<file path="src/pkg/ipm_pkg.sv">
// package for the interrupt priority, mask, poll and end-of-service block
// Contract
// RQ1: block requests with level above threshold
// RQ2: threshold resets to seven, nothing blocked
// RQ3: master mask bit one masks, zero enables
// RQ4: master mask bits follow fixed source layout
// RQ5: master mask resets with all sources masked
// RQ6: slave mask layout fixed, resets 003Dh
// RQ7: slave mask shared with control mask bits
// RQ8: poll read acknowledges highest pending request
// RQ9: peek poll reads same, changes nothing
// RQ10: poll bit 15 flags a pending request
// RQ11: poll low five bits give type
// RQ12: master end-of-service write clears in-service
// RQ13: bit 15 selects nonspecific or specific clear
// RQ14: handler writes end-of-service before returning
// RQ15: slave end-of-service clears flag by level
// RQ16: slave type is vector upper plus level
// RQ17: vector register reads zero outside type
// RQ18: processor multiplies eight-bit type by four
// RQ19: taken interrupt sets in-service until cleared
// RQ20: master timer request ORs three timers
// RQ21: reserved bits read zero, writes ignored
package ipm_pkg;

  // register offsets as printed, used directly as port addresses
  localparam logic [7:0] OFS_VECTOR_BASE  = 8'h20;
  localparam logic [7:0] OFS_END_SERVICE  = 8'h22;
  localparam logic [7:0] OFS_ACK_POLL     = 8'h24;
  localparam logic [7:0] OFS_PEEK_POLL    = 8'h26;
  localparam logic [7:0] OFS_SOURCE_MASK  = 8'h28;
  localparam logic [7:0] OFS_PRIO_THRESH  = 8'h2A;

  // reset values
  localparam logic [2:0]  THRESH_RESET    = 3'h7;
  localparam logic [15:0] MASK_RESET_MSTR = 16'h07FD;
  localparam logic [15:0] MASK_RESET_SLV  = 16'h003D;
  localparam logic [4:0]  VEC_UPPER_RESET = 5'h00;

  // implemented mask bits per mode
  localparam logic [15:0] IMPL_MSTR       = 16'h07FD;
  localparam logic [15:0] IMPL_SLV        = 16'h003D;

  // master source bit positions
  localparam int BIT_SERIAL0  = 10;
  localparam int BIT_SERIAL1  = 9;
  localparam int BIT_EXT_LO   = 4;
  localparam int BIT_DMA1     = 3;
  localparam int BIT_DMA0     = 2;
  localparam int BIT_TIMER    = 0;
  // slave source bit positions
  localparam int BIT_TIMER2   = 5;
  localparam int BIT_TIMER1   = 4;
  localparam int BIT_TIMER0   = 0;

  // field positions
  localparam int POLL_REQ_BIT = 15;
  localparam int NONSPECIFIC_SELECT_BIT    = 15;
  localparam int VEC_LO       = 3;
  localparam int VEC_HI       = 7;

  // master-mode interrupt types per mask bit; plain defaults
  localparam logic [15:0][7:0] MSTR_TYPE_TBL = {
    8'h00, 8'h00, 8'h00, 8'h00, 8'h00, 8'h14, 8'h11, 8'h10,
    8'h0F, 8'h0E, 8'h0D, 8'h0C, 8'h0B, 8'h0A, 8'h00, 8'h08};

  // register port request
  typedef struct packed {
    logic [7:0]  addr;
    logic [15:0] wdata;
    logic        wr;
    logic        rd;
  } ipm_bus_t;

  // raw source requests, one-cycle or level, from peripherals
  typedef struct packed {
    logic       serial0;
    logic       serial1;
    logic [4:0] ext;
    logic       dma1_or_ext6;
    logic       dma0_or_ext5;
    logic [2:0] timer;
  } ipm_src_t;

  // control-register mask write, indexed by mask bit position
  typedef struct packed {
    logic       wr;
    logic [3:0] bit_idx;
    logic       value;
  } ipm_ctl_mask_t;

endpackage : ipm_pkg

</file>
<file path="src/hdl/ipm_core.sv">
// interrupt controller register core: threshold, masks, poll, end-of-service
//
// The strobed register port is this design's own decision.
`timescale 1ns/1ps
`default_nettype none
module ipm_core (
  input  wire logic                   clk_sys,
  input  wire logic                   rstn,
  input  wire logic                   slave_mode,
  input  wire ipm_pkg::ipm_bus_t      bus,
  output var  logic [15:0]            rdata,
  input  wire ipm_pkg::ipm_src_t      src,
  input  wire logic [15:0][2:0]       src_level,
  input  wire ipm_pkg::ipm_ctl_mask_t ctl_mask,
  input  wire logic                   hw_ack,
  output var  logic                   int_request,
  output var  logic [7:0]             int_type,
  output var  logic [15:0]            mask_state,
  output var  logic [15:0]            in_service_flags
);
  import ipm_pkg::*;

  // block layout, top to bottom: port decode, raw request map
  // per mode, threshold and mask gating, winner pick, poll word,
  // end-of-service decode, next-state, then the flops
  // every output is a flop, so timing at the ports stays simple
  // limitation: one register port, no byte lanes, 16-bit words

  // lowest level number wins, lowest bit breaks ties
  // the scan runs from the top bit down so that an equal level
  // met later, at a lower bit, takes over the choice
  // bit 4 of the result flags an empty candidate set
  function automatic logic [4:0] pick_best(input logic [15:0] cand, input logic [15:0][2:0] lvl);
    logic [4:0] best;
    best = 5'h10;
    for (int i = 15; i >= 0; i--) begin
      if (cand[i] && (best[4] || lvl[i] <= lvl[best[3:0]])) begin
        best = {1'b0, 4'(i)};
      end
    end
    return best;
  endfunction : pick_best

  // state
  // each register but int_req_r and int_type_r has a _nxt twin from a comb block, which
  // keeps the clocked processes down to plain copies
  logic [2:0]  thresh_r;        // threshold_field
  logic [2:0]  thresh_nxt;
  logic [15:0] mask_r;          // shared source mask
  logic [15:0] mask_nxt;
  logic [4:0]  vec_upper_r;     // vector_upper_type
  logic [4:0]  vec_upper_nxt;
  logic [15:0] pend_r;          // latched requests
  logic [15:0] pend_nxt;
  logic [15:0] insrv_r;         // in_service_flags
  logic [15:0] insrv_nxt;
  logic [15:0] rdata_r;
  logic [15:0] rdata_nxt;
  logic        int_req_r;
  logic [7:0]  int_type_r;

  // decode
  // strobes qualify the address once here, so every later term but the
  // read mux relies on a single clean select per register
  // impl follows the mode pin; bits outside it are reserved
  wire         wr_eos    = bus.wr && bus.addr == OFS_END_SERVICE;
  wire         wr_mask   = bus.wr && bus.addr == OFS_SOURCE_MASK;
  wire         wr_thresh = bus.wr && bus.addr == OFS_PRIO_THRESH;
  wire         wr_vector = bus.wr && bus.addr == OFS_VECTOR_BASE;
  wire         rd_poll   = bus.rd && bus.addr == OFS_ACK_POLL;
  wire [15:0]  impl      = slave_mode ? IMPL_SLV : IMPL_MSTR;

  // raw request vector per mode
  // both modes share the dma bits but map the timers apart:
  // master folds all timers into one bit, slave gives each its own
  // unused positions stay zero so they can never win
  logic [15:0] raw_mstr;
  logic [15:0] raw_slv;
  always_comb begin
    raw_mstr = 16'h0000;
    raw_mstr[BIT_SERIAL0] = src.serial0;
    raw_mstr[BIT_SERIAL1] = src.serial1;
    raw_mstr[BIT_EXT_LO +: 5] = src.ext;
    raw_mstr[BIT_DMA1] = src.dma1_or_ext6;
    raw_mstr[BIT_DMA0] = src.dma0_or_ext5;
    raw_mstr[BIT_TIMER] = |src.timer;  // see RQ20
    raw_slv = 16'h0000;
    raw_slv[BIT_TIMER2] = src.timer[2];
    raw_slv[BIT_TIMER1] = src.timer[1];
    raw_slv[BIT_DMA1] = src.dma1_or_ext6;
    raw_slv[BIT_DMA0] = src.dma0_or_ext5;
    raw_slv[BIT_TIMER0] = src.timer[0];
  end
  wire [15:0] raw_req = slave_mode ? raw_slv : raw_mstr;

  // threshold gate: level numerically above field is blocked
  // levels come from control registers outside this core;
  // the compare is inclusive, so a field of seven passes all
  logic [15:0] lvl_ok;
  always_comb begin
    for (int i = 0; i < 16; i++) begin
      lvl_ok[i] = src_level[i] <= thresh_r;  // see RQ1
    end
  end

  // eligible = pending, implemented, unmasked, within threshold
  // in-service sources are not excluded here: nesting policy
  // belongs to the arbitration outside this block
  wire [15:0] elig     = pend_r & impl & ~mask_r & lvl_ok;  // see RQ3 RQ1
  wire [4:0]  best     = pick_best(elig, src_level);
  wire        any_elig = ~best[4];
  wire [3:0]  best_idx = best[3:0];

  // winning type: table in master, vector plus level in slave
  // with nothing eligible the index falls to zero; the poll word
  // hides that type and int_request tells the core to ignore it
  wire [7:0]  win_type = slave_mode ? {vec_upper_r, src_level[best_idx]}  // see RQ16
                                    : MSTR_TYPE_TBL[best_idx];
  // poll word shared by both poll registers, reserved bits zero
  wire [15:0] poll_word = {any_elig, 10'h000, any_elig ? win_type[4:0] : 5'h00};  // see RQ10 RQ11 RQ21

  // acknowledge from poll read or hardware cycle
  // both paths feed one one-hot vector, so a poll read and a
  // hardware acknowledge in one cycle still take a single source
  wire        ack_take = (rd_poll || hw_ack) && any_elig;  // see RQ8
  wire [15:0] ack_hot  = ack_take ? (16'h0001 << best_idx) : 16'h0000;

  // end-of-service clear decode
  // nonspecific picks the best in-service flag by level;
  // specific matches the low type bits against the master table;
  // slave clears every implemented source at the written level
  // reserved write bits are simply not looked at
  wire [4:0]  ns_best  = pick_best(insrv_r, src_level);
  logic [15:0] eos_clr;
  always_comb begin
    eos_clr = 16'h0000;
    if (wr_eos && !slave_mode && bus.wdata[NONSPECIFIC_SELECT_BIT]) begin
      // nonspecific: drop highest in-service
      if (!ns_best[4]) begin
        eos_clr[ns_best[3:0]] = 1'b1;  // see RQ12 RQ13
      end
    end else if (wr_eos && !slave_mode) begin
      // specific: drop source whose type matches
      for (int i = 0; i < 16; i++) begin
        eos_clr[i] = IMPL_MSTR[i] && MSTR_TYPE_TBL[i][4:0] == bus.wdata[4:0];  // see RQ13
      end
    end else if (wr_eos) begin
      // slave: drop by level
      for (int i = 0; i < 16; i++) begin
        eos_clr[i] = IMPL_SLV[i] && src_level[i] == bus.wdata[2:0];  // see RQ15
      end
    end
  end

  // next-state
  // control-register mask writes come after the port write, so
  // a clash on one bit leaves the control-register value
  always_comb begin
    thresh_nxt    = wr_thresh ? bus.wdata[2:0] : thresh_r;  // see RQ1 RQ21
    vec_upper_nxt = wr_vector ? bus.wdata[VEC_HI:VEC_LO] : vec_upper_r;  // see RQ16
    mask_nxt      = mask_r;
    if (wr_mask) begin
      // only implemented bits of this mode are touched
      mask_nxt = (mask_r & ~impl) | (bus.wdata & impl);  // see RQ3 RQ4 RQ6 RQ21
    end
    if (ctl_mask.wr) begin
      // control-register mask bit lands in the same state
      mask_nxt[ctl_mask.bit_idx] = ctl_mask.value;  // see RQ7
    end
    // new requests win over an acknowledge in the same cycle
    pend_nxt  = (pend_r & ~ack_hot) | raw_req;
    // a take wins over a clear in the same cycle
    insrv_nxt = (insrv_r & ~eos_clr) | ack_hot;  // see RQ19
  end

  // read mux; peek has no side effect
  // data are zero unless a read is strobed, which keeps the port
  // quiet and lets a wired-or bus merge several slaves
  always_comb begin
    rdata_nxt = 16'h0000;
    if (bus.rd) begin
      case (bus.addr)
        OFS_VECTOR_BASE: rdata_nxt = {8'h00, vec_upper_r, 3'h0};  // see RQ17
        OFS_ACK_POLL:    rdata_nxt = poll_word;                    // see RQ8
        OFS_PEEK_POLL:   rdata_nxt = poll_word;                    // see RQ9
        OFS_SOURCE_MASK: rdata_nxt = mask_r & impl;                // see RQ21
        OFS_PRIO_THRESH: rdata_nxt = {13'h0000, thresh_r};        // see RQ21
        default:         rdata_nxt = 16'h0000;  // write-only and unmapped read zero
      endcase
    end
  end

  // mask reset: one value covers both modes, slave view is its low bits
  // vector upper bits have no defined reset; zero is chosen so a
  // stray slave type stays predictable
  always_ff @(posedge clk_sys or negedge rstn) begin
    if (!rstn) begin
      thresh_r    <= THRESH_RESET;     // see RQ2
      mask_r      <= MASK_RESET_MSTR;  // see RQ5 RQ6
      vec_upper_r <= VEC_UPPER_RESET;
    end else begin
      thresh_r    <= thresh_nxt;
      mask_r      <= mask_nxt;
      vec_upper_r <= vec_upper_nxt;
    end
  end

  // request and service state
  // nothing pending and nothing in service out of reset
  always_ff @(posedge clk_sys or negedge rstn) begin
    if (!rstn) begin
      pend_r  <= 16'h0000;
      insrv_r <= 16'h0000;
    end else begin
      pend_r  <= pend_nxt;
      insrv_r <= insrv_nxt;
    end
  end

  // registered outputs
  // request and type trail the winner by one cycle; a poll read
  // in that cycle already sees the newer state
  always_ff @(posedge clk_sys or negedge rstn) begin
    if (!rstn) begin
      rdata_r    <= 16'h0000;
      int_req_r  <= 1'b0;
      int_type_r <= 8'h00;
    end else begin
      rdata_r    <= rdata_nxt;
      int_req_r  <= any_elig;
      int_type_r <= win_type;  // processor scales by four, see RQ18
    end
  end

  // ports are plain copies of flops, no logic past the registers
  // mask and in-service views let the core and a debugger look in
  assign rdata            = rdata_r;
  assign int_request      = int_req_r;
  assign int_type         = int_type_r;
  assign mask_state       = mask_r;
  assign in_service_flags = insrv_r;
endmodule : ipm_core
`default_nettype wire

</file>
<file path="config.mk">
export PLATFORM = sky130hd
export DESIGN_NAME = ipm_core
export DESIGN_NICKNAME = d
export VERILOG_FILES = /design/src/pkg/ipm_pkg.sv /design/src/hdl/ipm_core.sv
export SDC_FILE = /design/constraint.sdc
export NUM_CORES = 1
export LEC_CHECK = 0
export ABC_AREA = 0
export BUFFER_PORTS_ARGS = -buffer_cell sky130_fd_sc_hd__buf_4
export CELL_PAD_IN_SITES_DETAIL_PLACEMENT = 1
export CELL_PAD_IN_SITES_GLOBAL_PLACEMENT = 2
export CORE_ASPECT_RATIO = 1.1
export CORE_MARGIN = 10
export CORE_UTILIZATION = 35
export CTS_CLUSTER_DIAMETER = 60
export CTS_CLUSTER_SIZE = 40
export DETAILED_ROUTE_END_ITERATION = 10
export PLACE_DENSITY_LB_ADDON = 0.1
export SYNTH_ARGS = -nofsm -noshare
export SYNTH_HDL_FRONTEND = slang
export SYNTH_SLANG_ARGS = --single-unit
</file>
<file path="constraint.sdc">
create_clock -name clk_sys -period 37.9 [get_ports clk_sys]
set_clock_uncertainty 0.15 [all_clocks]
set_input_delay 1.895 -clock clk_sys [delete_from_list [all_inputs] [get_ports clk_sys]]
set_output_delay 1.895 -clock clk_sys [all_outputs]
set_load 0.03 [all_outputs]
</file>
After elaboration in Yosys (flattened, before gate mapping). Memory sizes are Yosys's and may differ from the RTL's. Cells that the tools add are included.

Memories kept: 1. Register bits: 81. ROM bits: 128. Logic and storage cells: 315.

Memory list: (no name shown) (depth 16, width 8, rd ports 1, clocked after Yosys merged registers in 0, wr ports 0, RTL line ipm_core.sv:118) `: MSTR_TYPE_TBL[best_idx];`.

Order comparisons: 81. Mux-type cells: 113. Reduce and logical (&&, ||, !) cells: 74. Shifts and indexed selects: 1. Bitwise gates (word level): 16. Equality and inequality tests: 21.

Operators with widths (number): binary-select mux 3 bit (select 4 bit) (31); < comparator 4 x 5 -> 1 bit (second input constant) (33); 2-to-1 mux 5 bit (33); <= comparator 3 bit (46); 2-to-1 mux 16 bit (6); 2-to-1 mux 3 bit (31); AND 16 bit (5); case mux 16 bit (4 select lines) (1); AND 16 x 11 -> 16 bit (3); equality test 8 x 6 -> 1 bit (second input constant) (6); inverter 16 bit (3); logical AND 1 bit (40); equality test 4 x 5 -> 1 bit (first input constant) (7); 2-to-1 mux 11 bit (3); OR 16 bit (2); logical OR 1 bit (31); bitwise mux 16 bit (1); 2-to-1 mux 8 bit (2); inverter 11 -> 16 bit (1); OR 16 x 11 -> 16 bit (1); left shift 1 x 4 -> 16 bit (first input constant) (1); equality test 3 bit (5); equality test 5 bit (first input constant) (3); demux 1 bit (select 4 bit) (2); 7 further kinds (9).

Logic depth before layout (Yosys ltp).
Depth in word-level cells: 101. Depth in mapped cells: 173.

Worst setup path before layout. OpenSTA, ideal clock, no wires.

Kind: input-to-reg. Start: input port src_level[1] (netlist bit). End: register insrv_r[6] (netlist: in_service_flags[6]). Buffers on the path: 18. Setup slack: 7.571 ns. Required time: 37.618 ns. Arrival: 30.047 ns. Cell stages on the path: 154. Cells stage by stage: clkbuf_1 > clkbuf_1 > mux2i_1 > ha_1 > nor2b_1 > or4_1 > nand3_1 > nor2_1 > a221oi_1 > ha_1 > nand3_1 > o311ai_0 > a32oi_1 > clkbuf_1 > nor2b_1 > a211oi_1 > a21oi_1 > a21oi_1 > [... 118 more ...] > a21o_1 > a21oi_1 > a31oi_1 > nor2b_1 > a41o_1 > buf_2 > nor2_1 > a21oi_1 > a32o_1 > a221o_1 > ha_1 > a21oi_1 > a31oi_1 > a21boi_1 > nor4_1 > nand2_1 > o221ai_1 > o21ai_0.

Cells in the longest elaborated chain, start to end: 99. Elaborated cells between the ends (all ways): 196.

RTL lines: start: declaration (RTL line ipm_core.sv:13) `input wire logic [15:0][2:0] src_level,`; binary-select mux 3 bit (select 4 bit) (RTL line ipm_core.sv:37) `if (cand[i] && (best[4] || lvl[i] <= lvl[best[3:0]])) begin`; 2-to-1 mux 3 bit (implied by the code) (RTL line ipm_core.sv:37); <= comparator 3 bit (RTL line ipm_core.sv:37); logical OR 1 bit (RTL line ipm_core.sv:37); logical AND 1 bit (RTL line ipm_core.sv:37); 2-to-1 mux 5 bit (RTL line ipm_core.sv:37); binary-select mux 3 bit (select 4 bit) (RTL line ipm_core.sv:37); 2-to-1 mux 3 bit (implied by the code) (RTL line ipm_core.sv:37); [... 84 more ...]; 2-to-1 mux 1 bit (implied by the code) (RTL line ipm_core.sv:140) `eos_clr[ns_best[3:0]] = 1'b1;`; demux 1 bit (select 4 bit) (RTL line ipm_core.sv:140); 2-to-1 mux 16 bit (RTL line ipm_core.sv:139) `if (!ns_best[4]) begin`; 2-to-1 mux 16 bit (RTL line ipm_core.sv:137) `if (wr_eos && !slave_mode && bus.wdata[NONSPECIFIC_SELECT_BIT]) begin`; inverter 16 bit (RTL line ipm_core.sv:173) `insrv_nxt = (insrv_r & ~eos_clr) | ack_hot;`; AND 16 bit (RTL line ipm_core.sv:173); OR 16 bit (*) (RTL line ipm_core.sv:173); net insrv_nxt[6] (RTL line ipm_core.sv:56) `logic [15:0] insrv_nxt;`; end signal: assignment (RTL line ipm_core.sv:216) `insrv_r <= insrv_nxt;`; end: declaration (RTL line ipm_core.sv:55) `logic [15:0] insrv_r;`.

The timed path passes the listed nets; every way through them passes the cells marked *. The select of a mux whose other input is x is not followed. A chain may end at the register's enable or synchronous reset.

Final worst setup path.
Start: input port src_level[0] (netlist bit). End: register insrv_r[6] (netlist: in_service_flags[6]).

The elaborated chain is that of the path after synthesis.

==> qor.yml <==
postPlaceCellArea_mm2: 0.0147
synthArstFlopShare_pct: 100
postSynthAreaPerCell_um2: 7.05
grt_max_degree: 72
dieArea_mm2: 0.0451
path_max_fanout: 21
yosys.cell_count.top_type: "nand2_1"
cp.required_ns: 37.95
synth_commonest_cells: "nand2_1 (248), nor2_1 (156), a21oi_1 (139)"
cp_top_family: "compound AO/OA/AOI/OAI gates"
cp-end-kind: "flop"
cts_tree: "yes"
drive_gt1_share_pct: 17.3
ys_types: 102
worstPathArrival_ns: 35.65
worst-path-buf-inv: 12
max_cap_violations: 0
clk_latency_ns: 0.35
synth-seq-cells: 71
setup-tns-final_ns: 0
tightest_slew_ns: 1.19
cts.clk_slew.worst_paths_ns: 0.07
vias_per_cell: 6.76
grt_pass1_vias: 17000
hold_buffers: 0
clk_path_buf_depth: 2
ant_nets: 0
cts_sinks: 71
start_util_pct: 35.6
drt_iter0_markers: 1451
rsz0062_at_grt: "no"
slowest_stage: "o311ai_1"
startpoint_type: "input port"
fin_area_mm2: 0.0150
fin_crit_ns: 35.60
drc: 0
cts-root-buf: "clkbuf_16"
grt_antenna_before_repair: 0
grt_first_pass_wirelength_um: 110000
wl_per_cell_um: 30.6
synth_largest_type_area_fraction_pct: 11.2
port_buffers: 144
grt_util_all_layers_pct: 31.6
die_y_um: 222
hold_path.class: "reg2reg"
dr_total_vias: 16500
synth_ff_type: "dfrtp_1"
htree_num_levels: 3
fp.dieW_um: 203
path_common_cell: "o21ai_0"
ys_seq_area_share_pct: 13.9
num_rows: 73
setup_viol: 0
dpl.hpwl_um: 54100
maxClockFrequency_ghz: 0.0281
drv_slew: 0
status: "finished clean"
cts_buffers: 9
path_class: "in2reg"
gr-total-overflow: 0
core-area_mm2: 0.0364
wl_um: 74500
ys_warn_count: 0
area_growth_pct: 16.2
nets: 2139
max_slew_margin_pct: 20.4
synth_edf_count: 0
fin_crit_sh_pct: 93.9
num_io_pins: 153
synth_area_leaders: "dfrtp_1 (11%), ha_1 (9.9%), nand2_1 (7.2%)"
max_stage_delay_ns: 0.77
gp_congestion: 0.966
dr.pass1.iters: 8
netlist_instances: 1835
hold_violations: 0
synth_area_mm2: 0.0129
synth_largest_area_cell: "dfrtp_1"
[per-stage QoR]
stage               util, %  instances  hold WS (ns)  worst slack, ns
finish                 41.3       2434         0.327             2.30
global route           41.3       2433         0.354         0.000902
global placement       40.4       2417         0.303             2.94
CTS                    41.3       2433         0.322             2.62
detailed placement     40.4       2417         0.307             2.48
floorplan                 -       1838         0.291             7.57
[placed cells by master (no fill, tap or decap), types with 14 or more instances in the layout]
cell type / count
a221oi_1: 39
o211ai_1: 36
a31oi_1: 43
o21a_1: 15
a21oi_1: 138
o31ai_1: 20
nor2b_1: 35
nand3_1: 63
a32oi_1: 15
dfrtp_1: 58
mux2i_1: 63
nand2_1: 248
a211oi_1: 44
o22ai_1: 17
a22oi_1: 17
ha_1: 102
mux2_2: 23
nor3_1: 33
a21o_1: 16
nor2_1: 154
o221ai_1: 23
inv_1: 66
nand2b_1: 14
o21ai_0: 137
buf_4: 226
[layout make-up]
cell class,count,area [um2]
Clock buffer,9,225
Fill cell,4677,21300
Sequential cell,71,1790
Tap cell,487,609
Inverter,70,263
Timing Repair Buffer,228,1740
Clock inverter,7,83.8
Antenna cell,1,2.50
Multi-Input combinational cell,1561,10300
[cells by family (layout without fill, tap and decap cells)]
group           count (synthesis)  after routing  share of synthesized area [%]
other cells                     1              5                         0.0290
flops                          71             71                           13.9
buf+inv                       206            314                           6.70
simple gates                  641            641                           23.1
mux                            87             87                           7.05
fa+ha+maj                     102            102                           9.87
compound gates                712            712                           38.3
xor+xnor                       15             15                           1.02
[path summary, 6_finish.rpt]
kind,from,cells after the start,slack (ns),end
setup / recovery,src_level[0],151,2.30,in_service_flags[6]
hold reg to reg,pend_r[3],1,0.33,pend_r[3]
hold / removal,pend_r[3],1,0.33,pend_r[3]
setup reg to reg,in_service_flags[15],149,3.57,in_service_flags[6]
max in group asynchronous,rstn,1,35.40,int_request
min in group asynchronous,rstn,1,1.54,mask_state[15]
[per-layer routing]
layer	up-vias	global-route usage [%]	wire [um]
met5	-	0	0
met4	0	18.4	4640
met3	264	6.58	6260
met2	821	51.3	34100
met1	8141	37.8	29500
li1	7239	-	-
[flip-flops by register name (all words and copies together) (netlist names)]
register          count
thresh_r              3
in_service_flags     16
int_request           1
mask_state           16
rdata                12
int_type              8
pend_r               10
vec_upper_r           5
[timing repair]
item	in CTS	in global routing
buffers inserted	0	0
endpoints found under the setup margin	0	16
resized for setup	0	5
Power is not shown: default switching activity piles up to over one toggle a cycle in this logic, so the estimate is an artifact.
